### src/pfm_pkg.sv
package pfm_pkg;

  localparam int NUM_PADS = 45;
  localparam int NUM_SLOTS = 48;
  localparam int NUM_FUNCS = 8;
  localparam int SEL_WORDS = 6;

  // APB map: six selection words, eight lines per word, then a status word.
  localparam logic [7:0] ADDR_FUNC_SEL0 = 8'h00;
  localparam logic [7:0] ADDR_STATUS = 8'h20;
  localparam logic [31:0] FUNC_SEL_RESET = 32'h00000000;

  // Selection nibble: bit 3 hands the line to a peripheral, bits 2:0 pick A to H.
  localparam int SEL_EN_BIT = 3;

  // Lines 23 to 31 are not bonded out.
  localparam logic [NUM_PADS-1:0] PAD_EXISTS = 45'h1FFF_007F_FFFF;

  localparam logic [5:0] PAD_JTAG_TCK = 6'h00;
  localparam logic [5:0] PAD_JTAG_TMS = 6'h01;
  localparam logic [5:0] PAD_JTAG_TDO = 6'h02;
  localparam logic [5:0] PAD_JTAG_TDI = 6'h03;
  localparam logic [5:0] PAD_LINK_DATA_OUT = 6'h00;
  localparam logic [5:0] PAD_WAKE = 6'h0B;
  localparam logic [5:0] PAD_XIN0 = 6'h08;
  localparam logic [5:0] PAD_XOUT0 = 6'h09;
  localparam logic [5:0] PAD_XIN32 = 6'h0A;
  localparam logic [5:0] PAD_XOUT32 = 6'h0C;
  localparam logic [5:0] PAD_XIN32_ALT = 6'h0D;
  localparam logic [5:0] PAD_XOUT32_ALT = 6'h14;

  // Trace output pads, indexed by the bit position in pfm_trace_s.
  localparam logic [9:0][5:0] TRACE_PAD_MAP1 = {6'h04, 6'h06, 6'h07, 6'h0B, 6'h0A,
                                                6'h12, 6'h11, 6'h10, 6'h0F, 6'h0E};
  localparam logic [9:0][5:0] TRACE_PAD_MAP0 = {6'h04, 6'h21, 6'h2B, 6'h2C, 6'h20,
                                                6'h24, 6'h25, 6'h23, 6'h22, 6'h29};
  localparam logic [5:0] EVT_IN_PAD_MAP1 = 6'h05;
  localparam logic [5:0] EVT_IN_PAD_MAP0 = 6'h28;

  // Selections (bit n = selection n) that open the two-wire pad features per line.
  localparam logic [NUM_PADS-1:0][7:0] TWI_FEAT_MASK = '{
    6'h05: 8'h42, 6'h07: 8'h0C, 6'h11: 8'h08, 6'h15: 8'h22,
    6'h24: 8'h68, 6'h25: 8'h28, default: 8'h00};

  typedef struct packed {
    logic [NUM_PADS-1:0] out;
    logic [NUM_PADS-1:0] oe;
  } pfm_drive_s;

  typedef struct packed {
    logic debug_event_out_n;
    logic trace_clock_out;
    logic [1:0] trace_frame_control;
    logic [5:0] trace_data_out;
  } pfm_trace_s;

  typedef struct packed {
    logic tck;
    logic tms;
    logic tdi;
  } pfm_jtag_in_s;

endpackage

### src/pfm_pad_mux.sv
// Local design decisions: the address map and the APB interface to the registers.
`timescale 1ns/1ps
// Functional notes
// - Each line is plain GPIO or peripheral selection A to H from registers.
// - Priority ascending: mux, trace, link data out, boundary scan, oscillators.
// - Two-wire, 5V and SMBus features only with two-wire or PWM open-drain selected.
// - Boundary-scan enabled puts TCK, TMS, TDO, TDI on lines 0 to 3.
// - Trace enabled hands the trace pins to the trace system.
// - Trace map select moves every trace pin except event-out.
// - Oscillator pins follow clock-control enables only, never the GPIO selection.
// - Single-pin debug data on the reset pin only when that interface is enabled.
// - Link data out on line 0 only when enabled and two-pin mode commanded.
// - Wake-up input on line 11 is always sampled.
module pfm_pad_mux
  import pfm_pkg::*;
(
  input wire logic SYS_CLK_I,
  input wire logic RESET_N_I,
  input wire logic PSEL_I,
  input wire logic PENABLE_I,
  input wire logic PWRITE_I,
  input wire logic [7:0] PADDR_I,
  input wire logic [31:0] PWDATA_I,
  input wire logic [3:0] PSTRB_I,
  output logic [31:0] PRDATA_O,
  output logic PREADY_O,
  output logic PSLVERR_O,
  input wire pfm_drive_s GPIO_DRIVE_I,
  output logic [NUM_PADS-1:0] GPIO_IN_O,
  input wire pfm_drive_s [NUM_FUNCS-1:0] PERIPH_DRIVE_I,
  output logic [NUM_FUNCS-1:0][NUM_PADS-1:0] PERIPH_IN_O,
  input wire logic [NUM_PADS-1:0] PAD_IN_I,
  output logic [NUM_PADS-1:0] PAD_OUT_O,
  output logic [NUM_PADS-1:0] PAD_OE_O,
  output logic [NUM_PADS-1:0] PAD_TWI_FEAT_EN_O,
  output logic [NUM_PADS-1:0] PAD_ANALOG_O,
  input wire logic JTAG_EN_I,
  input wire logic JTAG_TDO_I,
  output pfm_jtag_in_s JTAG_IN_O,
  input wire logic TRACE_EN_I,
  input wire logic TRACE_MAP_SELECT_I,
  input wire pfm_trace_s TRACE_I,
  output logic DEBUG_EVENT_IN_N_O,
  input wire logic SINGLE_PIN_DBG_EN_I,
  input wire logic TWO_PIN_MODE_I,
  input wire logic DEBUG_LINK_DATA_OUTPUT_I,
  input wire logic DBG_DATA_OUT_I,
  input wire logic DBG_DATA_OE_I,
  output logic DBG_DATA_IN_O,
  input wire logic RST_PAD_IN_I,
  output logic RST_PAD_OUT_O,
  output logic RST_PAD_OE_O,
  input wire logic OSC0_EN_I,
  input wire logic OSC32_EN_I,
  input wire logic OSC32_ALT_I,
  output logic WAKE_N_O
);

  logic rst_meta_n;
  logic rst_n;
  logic next_rst_meta_n;
  logic next_rst_n;
  logic [3:0] func_sel [NUM_SLOTS];
  logic [3:0] next_func_sel [NUM_SLOTS];
  logic [31:0] next_prdata;
  logic next_pslverr;
  logic [7:0] status;
  pfm_drive_s next_pad;
  logic [NUM_PADS-1:0] next_twi;
  logic [NUM_PADS-1:0] next_analog;
  logic [NUM_PADS-1:0] mux_owned;
  logic [NUM_FUNCS-1:0][NUM_PADS-1:0] next_periph_in;
  pfm_jtag_in_s next_jtag;
  logic next_evt_in_n;
  logic next_dbg_in;
  logic next_rst_out;
  logic next_rst_oe;
  logic [5:0] evt_pad;
  logic [5:0] tpad;
  logic [2:0] sel;
  logic setup;
  logic mapped;
  logic osc_on;
  int word;

  // The reset is released through two flops so that no flop leaves reset on a stray edge.
  always_comb
  begin
    next_rst_meta_n = 1'b1;
    next_rst_n = rst_meta_n;
  end

  always_ff @(posedge SYS_CLK_I or negedge RESET_N_I)
  begin
    if (!RESET_N_I)
    begin
      rst_meta_n <= 1'b0;
      rst_n <= 1'b0;
    end
    else
    begin
      rst_meta_n <= next_rst_meta_n;
      rst_n <= next_rst_n;
    end
  end

  assign status = {OSC32_ALT_I, OSC32_EN_I, OSC0_EN_I, TWO_PIN_MODE_I,
                   SINGLE_PIN_DBG_EN_I, TRACE_MAP_SELECT_I, TRACE_EN_I, JTAG_EN_I};

  // Register group: reads are captured in the setup cycle, writes land in the access cycle.
  always_comb
  begin
    setup = PSEL_I && !PENABLE_I;
    word = int'(PADDR_I[7:2]);
    mapped = (PADDR_I[1:0] == 2'h0) && ((PADDR_I < ADDR_FUNC_SEL0 + 8'(4 * SEL_WORDS))
             || (PADDR_I == ADDR_STATUS));
    next_prdata = PRDATA_O;
    next_pslverr = PSLVERR_O;
    for (int i = 0; i < NUM_SLOTS; i++)
    begin
      next_func_sel[i] = func_sel[i];
    end
    if (setup)
    begin
      next_pslverr = !mapped;
      next_prdata = 32'h00000000;
      if (PADDR_I == ADDR_STATUS)
      begin
        next_prdata = {24'h000000, status};
      end
      else if (mapped)
      begin
        for (int n = 0; n < 8; n++)
        begin
          next_prdata[4*n +: 4] = func_sel[8*word + n];
        end
      end
    end
    // Nibbles of lines that are not bonded out ignore writes, so software reads back which lines exist.
    if (PSEL_I && PENABLE_I && PWRITE_I && mapped && PADDR_I < ADDR_FUNC_SEL0 + 8'(4 * SEL_WORDS))
    begin
      for (int n = 0; n < 8; n++)
      begin
        if (PSTRB_I[n / 2] && (8*word + n < NUM_PADS) && PAD_EXISTS[8*word + n])
        begin
          next_func_sel[8*word + n] = PWDATA_I[4*n +: 4];
        end
      end
    end
  end

  always_ff @(posedge SYS_CLK_I or negedge rst_n)
  begin
    if (!rst_n)
    begin
      for (int i = 0; i < NUM_SLOTS; i++)
      begin
        func_sel[i] <= FUNC_SEL_RESET[3:0];
      end
      PRDATA_O <= 32'h00000000;
      PSLVERR_O <= 1'b0;
      PREADY_O <= 1'b0;
    end
    else
    begin
      for (int i = 0; i < NUM_SLOTS; i++)
      begin
        func_sel[i] <= next_func_sel[i];
      end
      PRDATA_O <= next_prdata;
      PSLVERR_O <= next_pslverr;
      PREADY_O <= 1'b1;
    end
  end

  // Pad group: later assignments win, so the code order is the priority order.
  always_comb
  begin
    next_pad.out = GPIO_DRIVE_I.out;
    next_pad.oe = GPIO_DRIVE_I.oe;
    next_twi = '0;
    next_analog = '0;
    osc_on = 1'b0;
    mux_owned = PAD_EXISTS;
    for (int p = 0; p < NUM_PADS; p++)
    begin
      sel = func_sel[p][2:0];
      if (func_sel[p][SEL_EN_BIT])
      begin
        next_pad.out[p] = PERIPH_DRIVE_I[sel].out[p];
        next_pad.oe[p] = PERIPH_DRIVE_I[sel].oe[p];
        next_twi[p] = TWI_FEAT_MASK[p][sel];
      end
    end
    evt_pad = TRACE_MAP_SELECT_I ? EVT_IN_PAD_MAP1 : EVT_IN_PAD_MAP0;
    if (TRACE_EN_I)
    begin
      for (int k = 0; k < 10; k++)
      begin
        tpad = TRACE_MAP_SELECT_I ? TRACE_PAD_MAP1[k] : TRACE_PAD_MAP0[k];
        next_pad.out[tpad] = TRACE_I[k];
        next_pad.oe[tpad] = 1'b1;
        next_twi[tpad] = 1'b0;
        mux_owned[tpad] = 1'b0;
      end
      next_pad.out[evt_pad] = 1'b0;
      next_pad.oe[evt_pad] = 1'b0;
      next_twi[evt_pad] = 1'b0;
      mux_owned[evt_pad] = 1'b0;
    end
    if (SINGLE_PIN_DBG_EN_I && TWO_PIN_MODE_I)
    begin
      next_pad.out[PAD_LINK_DATA_OUT] = DEBUG_LINK_DATA_OUTPUT_I;
      next_pad.oe[PAD_LINK_DATA_OUT] = 1'b1;
      next_twi[PAD_LINK_DATA_OUT] = 1'b0;
      mux_owned[PAD_LINK_DATA_OUT] = 1'b0;
    end
    if (JTAG_EN_I)
    begin
      for (int j = 0; j < 4; j++)
      begin
        next_pad.out[j] = 1'b0;
        next_pad.oe[j] = 1'b0;
        next_twi[j] = 1'b0;
        mux_owned[j] = 1'b0;
      end
      next_pad.out[PAD_JTAG_TDO] = JTAG_TDO_I;
      next_pad.oe[PAD_JTAG_TDO] = 1'b1;
    end
    // Oscillator pads go analog: the digital driver is parked so it cannot load the crystal.
    for (int o = 0; o < 6; o++)
    begin
      unique case (o)
        0: tpad = PAD_XIN0;
        1: tpad = PAD_XOUT0;
        2: tpad = PAD_XIN32;
        3: tpad = PAD_XOUT32;
        4: tpad = PAD_XIN32_ALT;
        default: tpad = PAD_XOUT32_ALT;
      endcase
      // The slow crystal sits on one of two pad pairs, never both, so the alternate select picks one pair.
      unique case (o)
        0, 1: osc_on = OSC0_EN_I;
        2, 3: osc_on = OSC32_EN_I && !OSC32_ALT_I;
        default: osc_on = OSC32_EN_I && OSC32_ALT_I;
      endcase
      if (osc_on)
      begin
        next_pad.out[tpad] = 1'b0;
        next_pad.oe[tpad] = 1'b0;
        next_twi[tpad] = 1'b0;
        next_analog[tpad] = 1'b1;
        mux_owned[tpad] = 1'b0;
      end
    end
    next_pad.out = next_pad.out & PAD_EXISTS;
    next_pad.oe = next_pad.oe & PAD_EXISTS;
    for (int f = 0; f < NUM_FUNCS; f++)
    begin
      for (int p = 0; p < NUM_PADS; p++)
      begin
        next_periph_in[f][p] = mux_owned[p] && func_sel[p][SEL_EN_BIT] &&
                               (func_sel[p][2:0] == 3'(f)) && PAD_IN_I[p];
      end
    end
    next_jtag.tck = JTAG_EN_I && PAD_IN_I[PAD_JTAG_TCK];
    next_jtag.tms = !JTAG_EN_I || PAD_IN_I[PAD_JTAG_TMS];
    next_jtag.tdi = !JTAG_EN_I || PAD_IN_I[PAD_JTAG_TDI];
    next_evt_in_n = !TRACE_EN_I || PAD_IN_I[evt_pad];
    next_dbg_in = SINGLE_PIN_DBG_EN_I && RST_PAD_IN_I;
    next_rst_out = SINGLE_PIN_DBG_EN_I && DBG_DATA_OUT_I;
    next_rst_oe = SINGLE_PIN_DBG_EN_I && DBG_DATA_OE_I;
  end

  // Every pad-facing output is registered, trading one cycle of latency for clean timing.
  always_ff @(posedge SYS_CLK_I or negedge rst_n)
  begin
    if (!rst_n)
    begin
      PAD_OUT_O <= '0;
      PAD_OE_O <= '0;
      PAD_TWI_FEAT_EN_O <= '0;
      PAD_ANALOG_O <= '0;
      GPIO_IN_O <= '0;
      PERIPH_IN_O <= '0;
      JTAG_IN_O <= 3'h3;
      DEBUG_EVENT_IN_N_O <= 1'b1;
      DBG_DATA_IN_O <= 1'b0;
      RST_PAD_OUT_O <= 1'b0;
      RST_PAD_OE_O <= 1'b0;
      WAKE_N_O <= 1'b1;
    end
    else
    begin
      PAD_OUT_O <= next_pad.out;
      PAD_OE_O <= next_pad.oe;
      PAD_TWI_FEAT_EN_O <= next_twi;
      PAD_ANALOG_O <= next_analog;
      GPIO_IN_O <= PAD_IN_I & PAD_EXISTS;
      PERIPH_IN_O <= next_periph_in;
      JTAG_IN_O <= next_jtag;
      DEBUG_EVENT_IN_N_O <= next_evt_in_n;
      DBG_DATA_IN_O <= next_dbg_in;
      RST_PAD_OUT_O <= next_rst_out;
      RST_PAD_OE_O <= next_rst_oe;
      WAKE_N_O <= PAD_IN_I[PAD_WAKE];
    end
  end

endmodule

### config.mk
export PLATFORM = sky130hd
export DESIGN_NAME = pfm_pad_mux
export DESIGN_NICKNAME = d
export VERILOG_FILES = /design/src/pfm_pkg.sv /design/src/pfm_pad_mux.sv
export SDC_FILE = /design/constraint.sdc
export NUM_CORES = 1
export LEC_CHECK = 0
export BUFFER_PORTS_ARGS = -buffer_cell sky130_fd_sc_hd__buf_2
export CORE_AREA = 5 5 597 599
export CTS_BUF_LIST = sky130_fd_sc_hd__clkbuf_8
export CTS_CLUSTER_SIZE = 20
export DETAILED_ROUTE_END_ITERATION = 7
export DIE_AREA = 0 0 602 604
export PLACE_DENSITY = 0.3
export SYNTH_ARGS = -nofsm -noshare
export SYNTH_HDL_FRONTEND = slang
export SYNTH_SLANG_ARGS = --single-unit
export TNS_END_PERCENT = 20
### constraint.sdc
create_clock -name SYS_CLK_I -period 25.7 [get_ports SYS_CLK_I]
set_clock_uncertainty 0.15 [all_clocks]
set_input_delay 3.855 -clock SYS_CLK_I [delete_from_list [all_inputs] [get_ports SYS_CLK_I]]
set_output_delay 3.855 -clock SYS_CLK_I [all_outputs]
set_load 0.01 [all_outputs]
# == Word-level counts from Yosys, hierarchy flattened ==
# Memories as Yosys holds them, arrays and structs flattened.
# Cells that the tools add are included.
# op_classes
n_reduce_logical,867
eq_ne,316
bitwise,49
n_mul,0
n_shift,0
muxes,426
order_cmp,98
n_addsub,7
div_mod_pow,0
# ops
op,count
$bmux 90 s3,45
$mux 192,15
$bwmux 192,8
$and 45x45->45,21
$logic_and 1x1->1,812
$eq 3x3->1 const B,180
$not 45->45,10
$bwmux 45,9
$or 45x45->45,9
$eq 3x2->1 const B,90
$ge 32x7->1 const B,8
$lt 32x1->1 const B,8
$lt 32x7->1 const B,7
$lt 32x8->1 const B,7
$not 10->32,7
$mux 1,210
$bmux 4 s6,8
$demux 4 s6,8
$lt 3x4->1 const B,45
$mux 90,2
$eq 3x1->1 const B,45
$logic_not 3->1,45
$mux 66,2
$mux 59,2
other kinds (68),160
# totals
register_bits,770
latch_bits,0
rom_bits,816
n_memories,53
ramBits,0
elab_cells,1890
# mem_list
name,depth,width,read_ports,rd_ports_with_merged_regs,wr,line,text
(no name shown),64,1,1,0,0,pfm_pad_mux.sv:144,if (PSTRB_I[n / 2] && (8*word + n < NUM_PADS) && PAD_EXISTS[8*word + n])
(no name shown),64,1,1,0,0,pfm_pad_mux.sv:144,
(no name shown),64,1,1,0,0,pfm_pad_mux.sv:144,
(no name shown),64,1,1,0,0,pfm_pad_mux.sv:144,
(no name shown),64,1,1,0,0,pfm_pad_mux.sv:144,
(no name shown),64,1,1,0,0,pfm_pad_mux.sv:144,
47 more memories,-,-,-,-,-,-,

# == Logic depth before layout (Yosys ltp) ==
# logic_depth
depth_word,28
mapped_depth,7
ltp_nobuf,4

# == Worst setup path after synthesis ==
# Ideal clock, no wire load.
# synth_timing
kind,input port to flip-flop
from,input port PADDR_I[7]
to,register func_sel[16] (netlist name)
arrival_time_ns,5.632
path_stages,6
setup_time_ns,0.125
slack_ns,19.793
required_time_ns,25.425
path_cell_list,or4_1 > buf_2 > nor3_4 > and4_2 > buf_4 > mux2_2
# synth_via
elab_chain_cells,28
word_cells_on_any_way,108
classes_between,add/sub: 7; order compare: 25; eq/ne: 1; mux: 39; bitwise: 8; reduce/logical: 28
# synth_lines
item,line,text
"start, declared",pfm_pad_mux.sv:22,"input wire logic [7:0] PADDR_I,"
"parallel branches: the longest is 28 deep, another holds $ge 32x7->1",-,
"end signal, assigned by index",pfm_pad_mux.sv:158,func_sel[i] <= FUNC_SEL_RESET[3:0];
"end signal, assigned by index",pfm_pad_mux.sv:168,func_sel[i] <= next_func_sel[i];
"end, declared",pfm_pad_mux.sv:63,logic [3:0] func_sel [NUM_SLOTS];
# Parallel ways; which one is timed is not known. The select of a mux whose other input is x is not followed.
# A chain may end at the register's enable or synchronous reset.

# == Worst setup path after layout ==
# layout_timing
from,input port PADDR_I[7]
to,register func_sel[139] (netlist name)
# Same word-level chain as after synthesis.

==> results.yml <==
yosys:
  mappedNetlistArea_sq_um: 29500
  synth_sequential_area_ratio: 0.543
  netlist-cell-type-count: 60
  synth.avg_cell_area_sq_um: 12.6
  synth_async_sr_flop_share: 1.00
  yosys_most_used_dff: "sky130_fd_sc_hd__dfrtp_1"
  post_synth_edffs: 0
  syn-instance-count: 2340
  yosys_reg_bits: 641
  yosysWarningCount: 0
die:
  die_w_um: 602
  die_outline_area_sq_um: 364000
  core_area_sq_um: 351000
  ioPinCount: 1554
  initial_utilization: 0.0842
  fp.dieH_um: 604
  site_row_count: 218
status:
  status: "finished clean"
setup_path:
  path_delay_family: "simple AND/OR/NAND/NOR gates"
  cp_slowest_cell: "sky130_fd_sc_hd__or4_1"
  crit_type: "in -> reg"
  slowest_delay_ns: 0.89
  cp_max_fo: 19
  timing.reg2reg.setup_slack_ns: 21.71
  worstReg2RegStart: "rst_n"
  worst_setup_path_end_kind: "register"
  timing.critical_path.cells: "buf_2 -> or4_1 -> nor3_4 -> buf_4 -> nand4_2 -> mux2_2"
  worst-r2r-cell-count: 4
  timing.critical_path.required_ns: 26.29
  worst-path-buf-inv: 2
  critPathArrivalTime_ns: 6.81
  reg2reg_to: "PERIPH_IN_O[136]"
  critical_path.startpoint_type: "input pin"
sta:
  slew-limit-headroom: 0.349
  final-hold-violation-count: 0
  setup_viol: 0
  fin_tns_setup_ns: 0
  worst_slew_pin_slew_ns: 0.975
  grt_setup_unrepaired: "false"
  achievable-frequency_mhz: 161
  timing.final.max_slew_violations: 0
  final_min_period_over_clock_period: 0.242
  final_period_minus_worst_setup_slack_ns: 6.22
grt:
  track_usage: 0.115
  use_met3: 0.0267
  grt_pass1_vias: 26000
  grt_antenna_before_repair: 86
  global_route_wire_length_before_repair_um: 277000
  global_route.peak_usage_layer: "met2"
  groute.layer.met2.usage: 0.211
  grt_max_degree: 112
  gr-total-overflow: 0
  globalRouteMet1Util: 0.133
power:
  leakagePower_nw: 19.8
  powerDensity_nw_per_um2: 58.1
  worst_voltage_drop_across_the_vdd_grid_v: 0.0000306
clock_network:
  cts_tree: "done"
  clk_root_buffer_cell: "sky130_fd_sc_hd__clkbuf_8"
  postCtsHoldBufs: 0
  cts_resized: 0
  clock-sinks: 641
  cts-root-to-sink-buffers: 4
  clk_transition_reported_paths_ns: 0.06
  num_cts_buffers: 148
  cts.htree.levels: 4
  insertion_delay_ns: 0.94
  post_cts_setup_buffers: 0
placement:
  port-buffer-count: 1205
  hpwlAfterDp_um: 183000
  placed_cell_area_sq_um: 40200
  finalWeightedCongestion: 0.905
drt:
  drt_pre_antenna_iters: 4
  wl_um: 219000
  final_antenna_net_count: 0
  route.detailed.drc: 0
  vias_after_detailed_routing: 24300
  avgRoutedWirePerCell_um: 26.4
  drt_first_iter_violations: 1206
  viasPerCell: 2.93
final_layout:
  final_area_sq_um: 43300
  post_route_cells_drive_above_1_share: 0.504
  design.final.nets: 4472
  areaGrowthSynthToFinish_pct: 46.6
worst_hold_path:
  whs_endpoint: "rst_n"
  timing.hold.worst.start: "next_rst_n"
  worstHoldPathType: "reg -> reg"
  whs_path_depth: 0
flow_run:
  maxCapViolCount: 0
## Yosys cell counts, drive strengths merged (2+ instances only)
master,count,share of area
dfrtp,637,0.54
nor2,260,0.033
buf,205,0.050
clkbuf,172,0.025
mux4,165,0.13
mux2,164,0.063
nand2,119,0.015
mux2i,117,0.040
nor3,100,0.017
nand2b,75,0.016
o21ai,67,0.011
a21oi,47,0.0080
nand3,31,0.0092
nand4,27,0.0064
nand4b,26,0.0079
a31oi,20,0.0042
and2,20,0.0042
o22ai,10,0.0021
inv,9,0.0011
nor2b,9,0.0019
a211oi,6,0.0015
a22oi,6,0.0015
dfstp,4,0.0036
ha,4,0.0017
nand3b,4,0.0010
or3b,4,0.0012
and2b,3,0.00076
and4,3,0.00097
nand4bb,3,0.0011
a311oi,2,0.00059
conb,2,0.00025
nor3b,2,0.00051
nor4,2,0.00042
o31ai,2,0.00051
## registers in the layout, summed over array words and instances (netlist names), 3 cells and up
name,count
GPIO_IN_O,36
PAD_OE_O,36
PAD_OUT_O,36
PAD_TWI_FEAT_EN_O,6
JTAG_IN_O,3
PAD_ANALOG_O,3
func_sel,192
PRDATA_O,32
PERIPH_IN_O,288
## how the worst max path moves through the flow
stage,start,end,cells after the start
detailed placement,PADDR_I[7],func_sel[136],6
global placement,PADDR_I[7],func_sel[138],6
finish,PADDR_I[7],func_sel[139],6
floorplan,rst_n,DBG_DATA_IN_O,0
global route,PADDR_I[7],func_sel[139],6
CTS,PADDR_I[7],func_sel[139],6
## through the flow
stage / utilization / total power, mW / instances / worst slack (ns) / hold WS, ns
finish: 0.123 / 2.52 / 8290 / 19.48 / 0.199
global route: 0.123 / 2.65 / 8282 / 19.45 / 0.212
CTS: 0.123 / 2.61 / 8263 / 19.49 / 0.202
detailed placement: 0.115 / 1.29 / 8011 / 18.43 / 0.189
global placement: 0.115 / 1.28 / 8011 / 18.43 / 0.182
floorplan: - / 1.16 / 2517 / 6.37 / 0.181
## routing by layer
layer / share of wire / routed length, um
met1: 0.39 / 85300
met2: 0.53 / 115000
met3: 0.057 / 12500
met4: 0.028 / 6110
met5: 0.00040 / 87
## final cells by class
class	count	area, sq um
timing repair buffer	1251	6400
clock buffer	177	2440
antenna	27	67.6
tap	4620	5780
inverter	9	33.8
fill	40100	307000
sequential	641	16000
multi-input combinational	1490	12000
clock inverter	75	563
## cells by family (layout without fill, tap and decap cells)
family,count (synthesis),in the layout,share of synthesized area
flip-flops,641,641,0.543
AND/OR/NAND/NOR,695,695,0.119
multiplexers,446,446,0.228
AO/OA/AOI/OAI,165,165,0.0313
adder cells (fa/ha/maj),4,4,0.00169
XOR/XNOR,1,1,0.000297
buffers and inverters,386,1512,0.0762
other,2,206,0.000254
## power breakdown
| part | leakage [nW] | total (mW) | switching (mW) | internal [mW] |
|---|---|---|---|---|
| clock network | 1.68 | 1.26 | 0.563 | 0.695 |
| registers | 8.67 | 1.04 | 0.0132 | 1.02 |
| logic | 9.45 | 0.221 | 0.135 | 0.0860 |
## worst reg2reg max path: cells and delay by family, from the launching register on
kind,cells,cell delay (ns)
flip-flops,1,0.85
buffers and inverters,4,2.93
## cell usage in the layout (no fill, tap or decap), drive strengths merged, types with 2 or more instances in the layout
| master | n |
|---|---|
| clkinvlp | 7 |
| dfstp | 4 |
| nand2 | 119 |
| dfrtp | 637 |
| nor4 | 2 |
| clkinv | 20 |
| clkbuf | 177 |
| nor3 | 100 |
| a22oi | 6 |
| o22ai | 10 |
| or3b | 4 |
| a21oi | 47 |
| nor2 | 260 |
| nand4b | 26 |
| o31ai | 2 |
| buf | 1251 |
| nand3 | 31 |
| conb | 179 |
| and4 | 3 |
| and2b | 3 |
| diode | 27 |
| mux4 | 165 |
| inv | 50 |
| o21ai | 67 |
| mux2i | 117 |
| a211oi | 6 |
| ha | 4 |
| a311oi | 2 |
| mux2 | 164 |
| and2 | 20 |
| nand2b | 75 |
| a31oi | 20 |
| bufinv | 7 |
| nand3b | 4 |
| nor3b | 2 |
| nand4bb | 3 |
| nand4 | 27 |
| nor2b | 9 |
No activity file was read; power rests on OpenSTA's default activity.
